`config.mk`:
```
export PLATFORM = sky130hd
export DESIGN_NAME = rtc_flags_irq_and_power_ctrl
export DESIGN_NICKNAME = d
export VERILOG_FILES = /design/src/rtl/rtc_flags_pkg.sv /design/src/rtl/rtc_flags_irq_and_power_ctrl.sv
export SDC_FILE = /design/constraint.sdc
export NUM_CORES = 2
export LEC_CHECK = 0
export BUFFER_PORTS_ARGS = -buffer_cell sky130_fd_sc_hd__buf_2
export CORE_MARGIN = 2
export CORE_UTILIZATION = 59
export CTS_BUF_LIST = sky130_fd_sc_hd__clkbuf_8
export DETAILED_ROUTE_END_ITERATION = 8
export HOLD_SLACK_MARGIN = 0.15
export PLACE_DENSITY = 0.86
export SLEW_MARGIN = 20
export SYNTH_ARGS = -nofsm -noshare
export SYNTH_HDL_FRONTEND = slang
export SYNTH_SLANG_ARGS = --single-unit
```
`constraint.sdc`:
```
create_clock -name SYS_CLK -period 2.1 [get_ports SYS_CLK]
set_input_delay 0.525 -clock SYS_CLK [delete_from_list [all_inputs] [get_ports SYS_CLK]]
set_output_delay 0.525 -clock SYS_CLK [all_outputs]
set_load 0.1 [all_outputs]
```
`src/rtl/rtc_flags_pkg.sv`:
```
package rtc_flags_pkg;

	localparam logic [7:0] MODE_CONTROL_OFS   = 8'h0b;
	localparam logic [7:0] IRQ_FLAGS_OFS      = 8'h0c;
	localparam logic [7:0] ALARM_DATE_OFS     = 8'h0d;
	localparam logic [7:0] PWR_RECOVERY_OFS   = 8'h7e;
	localparam logic [7:0] CMOS_BANK0_LO      = 8'h0e;
	localparam logic [7:0] CMOS_BANK0_HI      = 8'h7c;
	localparam logic [7:0] CMOS_BANK0_EXTRA   = 8'h7f;
	localparam logic [7:0] CMOS_BANK1_HI      = 8'h7f;
	localparam logic [7:0] UNMAPPED_READ      = 8'h00;
	localparam logic [7:0] BYTE_ZERO          = 8'h00;
	localparam logic [5:0] DATE_ALARM_RESET   = 6'h00;
	localparam logic [3:0] RATE_OFF           = 4'h0;

	// Mode control bit positions.
	localparam int MC_HALT_BIT   = 7;
	localparam int MC_PIE_BIT    = 6;
	localparam int MC_AIE_BIT    = 5;
	localparam int MC_UIE_BIT    = 4;
	localparam int MC_BINARY_BIT = 2;
	localparam int MC_HOUR24_BIT = 1;
	localparam int MC_DSE_BIT    = 0;
	localparam logic MC_DSE_VALUE = 1'b0;

	// Power recovery control bit positions.
	localparam int PR_REMEMBER_BIT = 0;
	localparam int PR_STAY_OFF_BIT = 1;
	localparam int PR_POWER_ON_BIT = 2;
	localparam int PR_CRYSTAL_BIT  = 7;
	localparam logic [7:0] PR_WRITE_MASK = 8'h87;
	localparam logic [7:0] PR_RESET      = 8'h00;

	// Order of sources in a three bit vector: periodic, alarm, update end.
	localparam int SRC_PERIODIC = 2;
	localparam int SRC_ALARM    = 1;
	localparam int SRC_UPDATE   = 0;

	typedef struct packed {
		logic [7:0] addr;
		logic       bank;
		logic [7:0] wr_data;
		logic       wr_stb;
		logic       rd_stb;
	} host_req_t;

	typedef enum logic [1:0] {
		PWR_IDLE  = 2'b00,
		PWR_DRIVE = 2'b01,
		PWR_FLOAT = 2'b11
	} pwr_state_t;

	typedef struct packed {
		logic       halt;
		logic [2:0] irq_en;
		logic       binary_format_select;
		logic       hour_format_select;
		logic [2:0] flags;
		logic       time_valid_flag;
		logic [5:0] date_alarm;
		logic [7:0] power_recovery_control;
		logic       alarm_missed;
		pwr_state_t pwr_state;
		logic       tap_prev;
		logic [7:0] rd_data;
		logic       irq_out_n;
	} state_t;

endpackage

```
`src/rtl/rtc_flags_irq_and_power_ctrl.sv`:
```
// Strobed register access was left to the implementer.
`timescale 1ns/10ps
module rtc_flags_irq_and_power_ctrl
	import rtc_flags_pkg::*;
(
	input  wire logic        SYS_CLK,
	input  wire logic        RESET_N,
	input  wire logic [7:0]  ADDR,
	input  wire logic        BANK,
	input  wire logic [7:0]  WR_DATA,
	input  wire logic        WR_STB,
	input  wire logic        RD_STB,
	output logic      [7:0]  RD_DATA,
	input  wire logic        HOST_RESET_IN,
	input  wire logic [15:0] DIVIDER_TAPS,
	input  wire logic [3:0]  RATE_SELECT,
	input  wire logic        ALARM_MATCH,
	input  wire logic        UPDATE_END,
	input  wire logic        UPDATE_BUSY,
	input  wire logic        BATTERY_LOW,
	input  wire logic        DATE_ALARM_ENABLED,
	input  wire logic        BATTERY_POR,
	input  wire logic        STANDBY_SUPPLY,
	input  wire logic        STANDBY_POR,
	output logic             IRQ_OUT_N,
	output logic             POWER_ON_N_O,
	output logic             POWER_ON_N_OE,
	output logic             UPDATE_HALT,
	output logic             BINARY_FORMAT_SELECT,
	output logic             HOUR_FORMAT_SELECT,
	output logic             CRYSTAL_LOAD_SELECT
);

	state_t     state_ff;
	state_t     nxt_state;
	host_req_t  req;
	logic [7:0] cmos_mem [0:255];
	logic [7:0] cmos_rd;
	logic       cmos_hit;
	logic       tap_now;
	logic [2:0] events;
	logic       sel_mode;
	logic       sel_flags;
	logic       sel_date;
	logic       sel_recovery;

	function automatic logic is_cmos(input logic bank, input logic [7:0] addr);
		if (bank) begin
			return addr <= CMOS_BANK1_HI;
		end else begin
			return ((addr >= CMOS_BANK0_LO) && (addr <= CMOS_BANK0_HI)) ||
				(addr == CMOS_BANK0_EXTRA);
		end
	endfunction

	// Storage never sits above 0x7f in either bank, so one bank bit and seven offset
	// bits address both banks in one array without overlap.
	function automatic logic [7:0] cmos_index(input logic bank, input logic [7:0] addr);
		return {bank, addr[6:0]};
	endfunction

	// The flag byte and the interrupt pin must agree, so both use this one term.
	function automatic logic any_pending(input logic [2:0] flags, input logic [2:0] en);
		return |(flags & en);
	endfunction

	function automatic logic [7:0] flag_byte(input logic [2:0] flags, input logic [2:0] en);
		return {any_pending(flags, en), flags, 4'h0};
	endfunction

	function automatic logic [7:0] mode_byte(input state_t s);
		logic [7:0] b;
		b = BYTE_ZERO;
		b[MC_HALT_BIT] = s.halt;
		b[MC_PIE_BIT:MC_UIE_BIT] = s.irq_en;
		b[MC_BINARY_BIT] = s.binary_format_select;
		b[MC_HOUR24_BIT] = s.hour_format_select;
		b[MC_DSE_BIT] = MC_DSE_VALUE;
		return b;
	endfunction

	function automatic logic [7:0] date_byte(input logic       valid,
		input logic [5:0] date, input logic show);
		logic [7:0] b;
		b = BYTE_ZERO;
		b[7] = valid;
		if (show) begin
			b[5:0] = date;
		end
		return b;
	endfunction

	// Stay-off is tested first, so a forbidden setting of both bits keeps power off.
	function automatic pwr_state_t por_target(input logic [7:0] prc);
		pwr_state_t t;
		t = PWR_IDLE;
		if (prc[PR_STAY_OFF_BIT]) begin
			t = PWR_FLOAT;
		end else if (prc[PR_POWER_ON_BIT]) begin
			t = PWR_DRIVE;
		end
		return t;
	endfunction

	// Register decode for bank 0; bank 1 carries only storage.
	always_comb begin
		sel_mode     = 1'b0;
		sel_flags    = 1'b0;
		sel_date     = 1'b0;
		sel_recovery = 1'b0;
		if (req.bank) begin
			sel_mode = 1'b0;
		end else if (req.addr == MODE_CONTROL_OFS) begin
			sel_mode = 1'b1;
		end else if (req.addr == IRQ_FLAGS_OFS) begin
			sel_flags = 1'b1;
		end else if (req.addr == ALARM_DATE_OFS) begin
			sel_date = 1'b1;
		end else if (req.addr == PWR_RECOVERY_OFS) begin
			sel_recovery = 1'b1;
		end
	end

	assign req = '{addr: ADDR, bank: BANK, wr_data: WR_DATA, wr_stb: WR_STB, rd_stb: RD_STB};
	assign cmos_hit = is_cmos(req.bank, req.addr);
	assign tap_now  = DIVIDER_TAPS[RATE_SELECT];

	always_comb begin
		events = 3'b000;
		events[SRC_PERIODIC] = (RATE_SELECT != RATE_OFF) && tap_now && !state_ff.tap_prev;
		events[SRC_ALARM]  = ALARM_MATCH;
		events[SRC_UPDATE] = UPDATE_END;
	end

	// CMOS always open.
	// The storage is not touched by any reset, as a battery would keep it.
	always_ff @(posedge SYS_CLK) begin
		if (req.wr_stb && cmos_hit) begin
			cmos_mem[cmos_index(req.bank, req.addr)] <= req.wr_data;
		end
	end

	assign cmos_rd = cmos_mem[cmos_index(req.bank, req.addr)];

	always_comb begin
		nxt_state = state_ff;
		nxt_state.rd_data = UNMAPPED_READ;
		nxt_state.tap_prev = tap_now;

		// Register writes. Bank 1 holds only CMOS storage.
		if (req.wr_stb) begin
			if (sel_mode) begin
				nxt_state.halt     = req.wr_data[MC_HALT_BIT];
				nxt_state.irq_en   = req.wr_data[MC_PIE_BIT:MC_UIE_BIT];
				nxt_state.binary_format_select = req.wr_data[MC_BINARY_BIT];
				nxt_state.hour_format_select   = req.wr_data[MC_HOUR24_BIT];
				if (req.wr_data[MC_HALT_BIT] && !state_ff.halt) begin
					nxt_state.irq_en[SRC_UPDATE] = 1'b0;
				end
			end else if (sel_date) begin
				if (!UPDATE_BUSY) begin
					nxt_state.date_alarm = req.wr_data[5:0];
				end
			end else if (sel_recovery) begin
				nxt_state.power_recovery_control = req.wr_data & PR_WRITE_MASK;
			end
		end

		// Register reads; the answer stands in the following cycle only.
		if (req.rd_stb) begin
			if (cmos_hit) begin
				nxt_state.rd_data = cmos_rd;
			end else if (sel_mode) begin
				nxt_state.rd_data = mode_byte(state_ff);
			end else if (sel_flags) begin
				nxt_state.rd_data = flag_byte(state_ff.flags, state_ff.irq_en);
				// read clears.
				// The snapshot is the registered byte, so clearing everything here
				// loses nothing: events of this cycle are added back below.
				nxt_state.flags = 3'b000;
			end else if (sel_date) begin
				// valid flag read.
				// The read shows the old valid bit and sets it for the next read, both only while BATTERY_LOW is clear.
				nxt_state.rd_data = date_byte(state_ff.time_valid_flag && !BATTERY_LOW,
					state_ff.date_alarm, !UPDATE_BUSY && DATE_ALARM_ENABLED);
				nxt_state.time_valid_flag = 1'b1;
			end else if (sel_recovery) begin
				nxt_state.rd_data = state_ff.power_recovery_control;
			end
		end

		if (BATTERY_LOW) begin
			nxt_state.time_valid_flag = 1'b0;
		end

		// host reset.
		// The mode format bits, halt and date alarm are left alone on purpose.
		if (HOST_RESET_IN) begin
			nxt_state.flags  = 3'b000;
			nxt_state.irq_en = 3'b000;
		end

		// flags set regardless.
		// Events win over a clear in the same cycle so no event is lost.
		nxt_state.flags = nxt_state.flags | events;

		if (ALARM_MATCH && !STANDBY_SUPPLY &&
			state_ff.power_recovery_control[PR_REMEMBER_BIT]) begin
			nxt_state.alarm_missed = 1'b1;
		end

		case (state_ff.pwr_state)
			PWR_IDLE: begin
				if (STANDBY_POR) begin
					nxt_state.pwr_state = por_target(state_ff.power_recovery_control);
				end

				// A remembered alarm waits here until the supply is back.
				// drive on return.
				if (STANDBY_SUPPLY && state_ff.alarm_missed &&
					!state_ff.power_recovery_control[PR_STAY_OFF_BIT]) begin
					nxt_state.pwr_state = PWR_DRIVE;
					nxt_state.alarm_missed = 1'b0;
				end
			end
			PWR_DRIVE: begin
				// Main power is up once the host reset is seen, so the request ends.
				if (HOST_RESET_IN) begin
					nxt_state.pwr_state = PWR_IDLE;
				end
			end
			PWR_FLOAT: begin
				nxt_state.pwr_state = PWR_IDLE;
			end
			default: begin
				nxt_state.pwr_state = PWR_IDLE;
			end
		endcase

		if (BATTERY_POR) begin
			nxt_state.power_recovery_control = PR_RESET;
			nxt_state.alarm_missed = 1'b0;
		end

		// any source both set.
		// The pin is taken from the next state so that it and the flag byte
		// change on the same edge.
		nxt_state.irq_out_n = !any_pending(nxt_state.flags, nxt_state.irq_en);
	end

	always_ff @(posedge SYS_CLK or negedge RESET_N) begin
		if (!RESET_N) begin
			state_ff <= '{
				halt:                   1'b0,
				irq_en:                 3'b000,
				binary_format_select:   1'b0,
				hour_format_select:     1'b0,
				flags:                  3'b000,
				time_valid_flag:        1'b0,
				date_alarm:             DATE_ALARM_RESET,
				power_recovery_control: PR_RESET,
				alarm_missed:           1'b0,
				pwr_state:              PWR_IDLE,
				tap_prev:               1'b0,
				rd_data:                UNMAPPED_READ,
				irq_out_n:              1'b1
			};
		end else begin
			state_ff <= nxt_state;
		end
	end

	assign RD_DATA              = state_ff.rd_data;
	assign IRQ_OUT_N            = state_ff.irq_out_n;
	assign POWER_ON_N_O         = 1'b0;
	assign POWER_ON_N_OE        = (state_ff.pwr_state == PWR_DRIVE);
	assign UPDATE_HALT          = state_ff.halt;
	assign BINARY_FORMAT_SELECT = state_ff.binary_format_select;
	assign HOUR_FORMAT_SELECT   = state_ff.hour_format_select;
	assign CRYSTAL_LOAD_SELECT  = state_ff.power_recovery_control[PR_CRYSTAL_BIT];

endmodule // rtc_flags_irq_and_power_ctrl

```
== Word-level counts from Yosys, hierarchy flattened ==
Memories as Yosys holds them, arrays and structs flattened.
Index checks and enable logic that the tools add are counted.
Cells by class
  magnitude comparators: 4
  eq/ne operators: 13
  multiplexer cells: 51
  bitwise operators: 5
  reduce and logical (&&, ||, !) cells: 32
Operators by type and width (count)
  $mux W8: 10
  $mux W1: 25
  $eq A8 B4 Y1 const B: 3
  $eq A8 B7 Y1 const B: 2
  $le A8 B7 Y1 const B: 2
  $mux W3: 4
  $mux W4: 3
  $ne A2 B2 Y1 const B: 6
  $logic_and A1 B1 Y1: 11
  $mux W5: 2
  $mux W9: 1
  $ge A8 B4 Y1 const B: 1
  $reduce_and A4 Y1: 2
  $reduce_bool A2 Y1: 4
  $logic_not A1 Y1: 7
  $and A3 B3 Y3: 2
  $mux W2: 3
  $mux W6: 1
  $reduce_or A3 Y1: 2
  $lt A4 B5 Y1 const B: 1
  $reduce_and A5 Y1: 1
  $bmux W1 S4: 1
  $pmux W2 S2: 1
  $reduce_and A2 Y1: 2
  other kinds (7): 8
Storage, ports and cells
  register bits: 37
  bits in writable memories: 2048
  input port bits: 50
  word-level logic and storage cells: 119
  memories: 1
Memory list
  cmos_mem: depth 256, bits a word 8, rd ports 1, clocked after memory_dff 0, wr ports 1, RTL line rtc_flags_irq_and_power_ctrl.sv:37  | logic [7:0] cmos_mem [0:255];

== Logic depth before layout (Yosys ltp) ==
  depth after elaboration: 15
  mapped depth: 14
  mapped depth without buffers: 7

== Worst setup path after synthesis ==
No wires, ideal clock.
  kind: input-to-reg
  start: input ADDR[1]
  end: memory cmos_mem[144][0] (enable)
  arrival time: 2864 ps
  slack: -1134 ps
  stages: 11
  path through: buf_2 > buf_2 > buf_2 > buf_2 > buf_2 > o211a_1 > nand2_1 > nor3_1 > nand2_1 > buf_2 > nor2_1
Between the ends
  word-level cells in the longest chain between the ends: 7
  elaborated cells on any way between the ends: 10
  classes of those cells: order compare (3); eq/ne (1); mux (3); reduce/logical (3)
RTL lines
  start: declaration: RTL line rtc_flags_irq_and_power_ctrl.sv:8  | input wire logic [7:0] ADDR,
  $ge A8 B4 Y1 / $le A8 B7 Y1 (equally long branches): RTL line rtc_flags_irq_and_power_ctrl.sv:51  | return ((addr >= CMOS_BANK0_LO) && (addr <= CMOS_BANK0_HI)) ||
  $logic_and A1 B1 Y1: RTL line rtc_flags_irq_and_power_ctrl.sv:51
  $logic_or A1 B1 Y1: RTL line rtc_flags_irq_and_power_ctrl.sv:51
  $mux W1: RTL line rtc_flags_irq_and_power_ctrl.sv:48  | if (bank) begin
  $logic_and A1 B1 Y1: RTL line rtc_flags_irq_and_power_ctrl.sv:138  | if (req.wr_stb && cmos_hit) begin
  $mux W1: RTL line rtc_flags_irq_and_power_ctrl.sv:138
  $mux W1 (implied by the code): RTL line rtc_flags_irq_and_power_ctrl.sv:139  | cmos_mem[cmos_index(req.bank, req.addr)] <= req.wr_data;
  end: declaration: RTL line rtc_flags_irq_and_power_ctrl.sv:37
Several ways; a longest one is shown, not always the timed one.

==> impl_metrics.toml <==
[routing]
routed_via_density = 6.93
first_pass_iters = 9
avgRoutedWirePerCell_um = 36.1
drt_iter0_drc = 8192
drc_errors = 15
num_vias = 46450
ant_nets = 0
finalWirelength_um = 242000

[yosys]
synth_top_area_share = 0.756
synth_area_leaders = "edfxtp_1 (76%), mux4_2 (15%), mux2i_1 (1.7%), nor2_1 (1.3%), dfrtp_1 (0.98%)"
yosys_warnings = 0
synth_seq_cells = 2081
syn-instance-count = 3759
synth.avg_cell_area_sq_um = 21.6
synthFlopType = "edfxtp_1"
synth_edf_count = 2048
async_reset_ff_frac = 0.0159
synth_seq_area_share = 0.767
synth_area_sq_um = 81300
synth_top_cell_by_area = "edfxtp_1"
ys_types = 72

[global_routing]
gr-usage-all-layers = 0.341
grt.overflow.total = 0
grt_max_degree = 109
grt_pass1_wl_um = 337000
grt_pass1_vias = 47250
antenna_found_initial = 13

[critical_path]
critPathCaptureType = "register"
cp_data_required_time_ns = 3.04
cp_max_fo = 1
cp.arrival_ns = 3.59
crit_path_start_kind = "register"
ff2ff_path_depth = 7
path_class = "register to register"

[sta]
rsz0062_at_grt = "yes"
setup_viol = 774
whs_ns = 0.161
finalCritPeriodShare = 1.26
slew_violations = 0
fin_ws_ns = -0.551
slew_headroom = 0.231
max_freq_mhz = 377
tightest_slew_ns = 1.15
skew_ns = 0.105
layout_min_cycle_time_ns = 2.65
hold_violations = 0

[die]
pin_count = 65
initial_core_util = 0.593
die_x_um = 375
fp.dieH_um = 375
rows = 136
dieArea_sq_um = 141000
coreArea_sq_um = 137000

[placed_design]
dp_hpwl_um = 149000
gp_congestion = 0.989
portBuffers = 63
dp.cells = 6087

[clock_tree]
htree_levels = 5
cts_tree = "done"
clockBufferDepth = 4
cts-root-buf = "clkbuf_8"
cts.sinks = 2081
clk_pin_slew_ns = 0.06
cts-buffers-inserted = 327
clk_latency_ns = 1.05

[final_layout]
layout_commonest_cell = "edfxtp_1"
fin_cells = 6705
mostFrequentLayoutCells = "edfxtp_1 (2048), mux4_2 (529), buf_4 (460)"
fin_nets = 4729
drive_gt1_frac = 0.386
syn_to_final_growth_pct = 19.6

[outcome]
status = "complete, but fails checks"
failed_checks = "DRC, setup timing"

[power]
p_leak_nw = 32.1
p_per_area_nw_per_um2 = 847
max-vdd-ir-drop_v = 0.000705

[worst_hold_path]
worstHoldPathType = "primary input to asynchronous set/reset pin"

[flow_run]
cap_violations = 0
cell usage after synthesis (25+ instances only):
| cell | count |
|---|---|
| nor2_1 | 284 |
| buf_2 | 54 |
| nand2_1 | 106 |
| a21oi_1 | 26 |
| mux2i_1 | 135 |
| edfxtp_1 | 2048 |
| buf_4 | 41 |
| dfrtp_1 | 32 |
| o21ai_0 | 25 |
| a22oi_1 | 46 |
| mux4_2 | 529 |
| clkbuf_1 | 99 |
| nand3_1 | 29 |
worst paths after layout:
path	end	slack (ns)	start
worst max-delay path	RD_DATA[6]	-0.55	cmos_mem[52][6]
worst min-delay path	RD_DATA[6]	0.16	RESET_N
worst max register to register	RD_DATA[6]	-0.55	cmos_mem[52][6]
worst min register to register	state_ff[24]	0.53	state_ff[24]
max in group asynchronous	UPDATE_HALT	1.02	RESET_N
min in group SYS_CLK	state_ff[30]	0.22	RATE_SELECT[2]
final cells by class:
cell class	instances	area [sq um]
clock inverters	218	966
repair buffers	695	7130
flip-flops and latches	2081	62300
fillers	7023	39900
multi-input cells	1568	19900
clock buffers	333	4580
well taps	1794	2240
inverters	6	27.5
diodes	10	25.0
critical path: stages (launching register included):
cell	delay, ns
edfxtp_1	0.38
mux4_2	0.49
mux4_2	0.50
nor2b_4	0.19
a2111oi_4	0.38
buf_4	0.19
nand4_1	0.19
o211a_1	0.28
sequential cells by signal, summed over array words and instances, names as in the netlist:
register / count
state_ff: 20
cmos_mem: 2048
HOUR_FORMAT_SELECT: 1
RD_DATA: 8
IRQ_OUT_N: 1
BINARY_FORMAT_SELECT: 1
UPDATE_HALT: 1
CRYSTAL_LOAD_SELECT: 1
metal layers:
metal | up-vias | wire length, um | part of all wire | GRT usage
met2 | 4444 | 113000 | 0.47 | 0.522
met3 | 1093 | 36200 | 0.15 | 0.119
met4 | 16 | 18000 | 0.074 | 0.207
li1 | 17506 | - | - | -
met1 | 23391 | 74600 | 0.31 | 0.422
met5 | - | 141 | 0.00058 | 0.00995
where the power goes:
part           switching [mW]  internal (mW)
clock                    15.6           15.1
sequential              0.131           45.9
combinational            3.49           2.24
cell families (layout without fill, tap and decap cells):
| family | Yosys count | in the layout | share of synthesized area |
|---|---|---|---|
| flops | 2081 | 2081 | 0.767 |
| mux | 689 | 689 | 0.168 |
| simple gates | 521 | 521 | 0.0280 |
| buf+inv | 238 | 1252 | 0.0170 |
| compound gates | 229 | 229 | 0.0207 |
| other cells | 1 | 139 | 0.0000461 |
per-stage QoR:
step	power, mW	setup TNS [ns]	area [sq um]	setup slack [ns]	utilization
after floorplan	49.4	-1462.69	83200	-0.889	-
after global placement	51.8	-1655.33	90100	-1.64	0.657
after detailed placement	52.0	-1772.60	90100	-1.70	0.657
after CTS	81.8	-6.69	96800	-0.521	0.706
after global routing	84.1	-17.87	97200	-0.560	0.709
final	82.4	-51.65	97200	-0.551	0.709
repair_timing:
action / CTS / global route
pin swaps: 30 / 23
cloned: 1 / 0
setup endpoints to repair: 242 / 633
hold buffers: 30 / 0
setup buffers: 15 / 14
hold endpoints to repair: 615 / 0
resized for setup: 163 / 61
No activity file was read; power rests on OpenSTA's default activity.
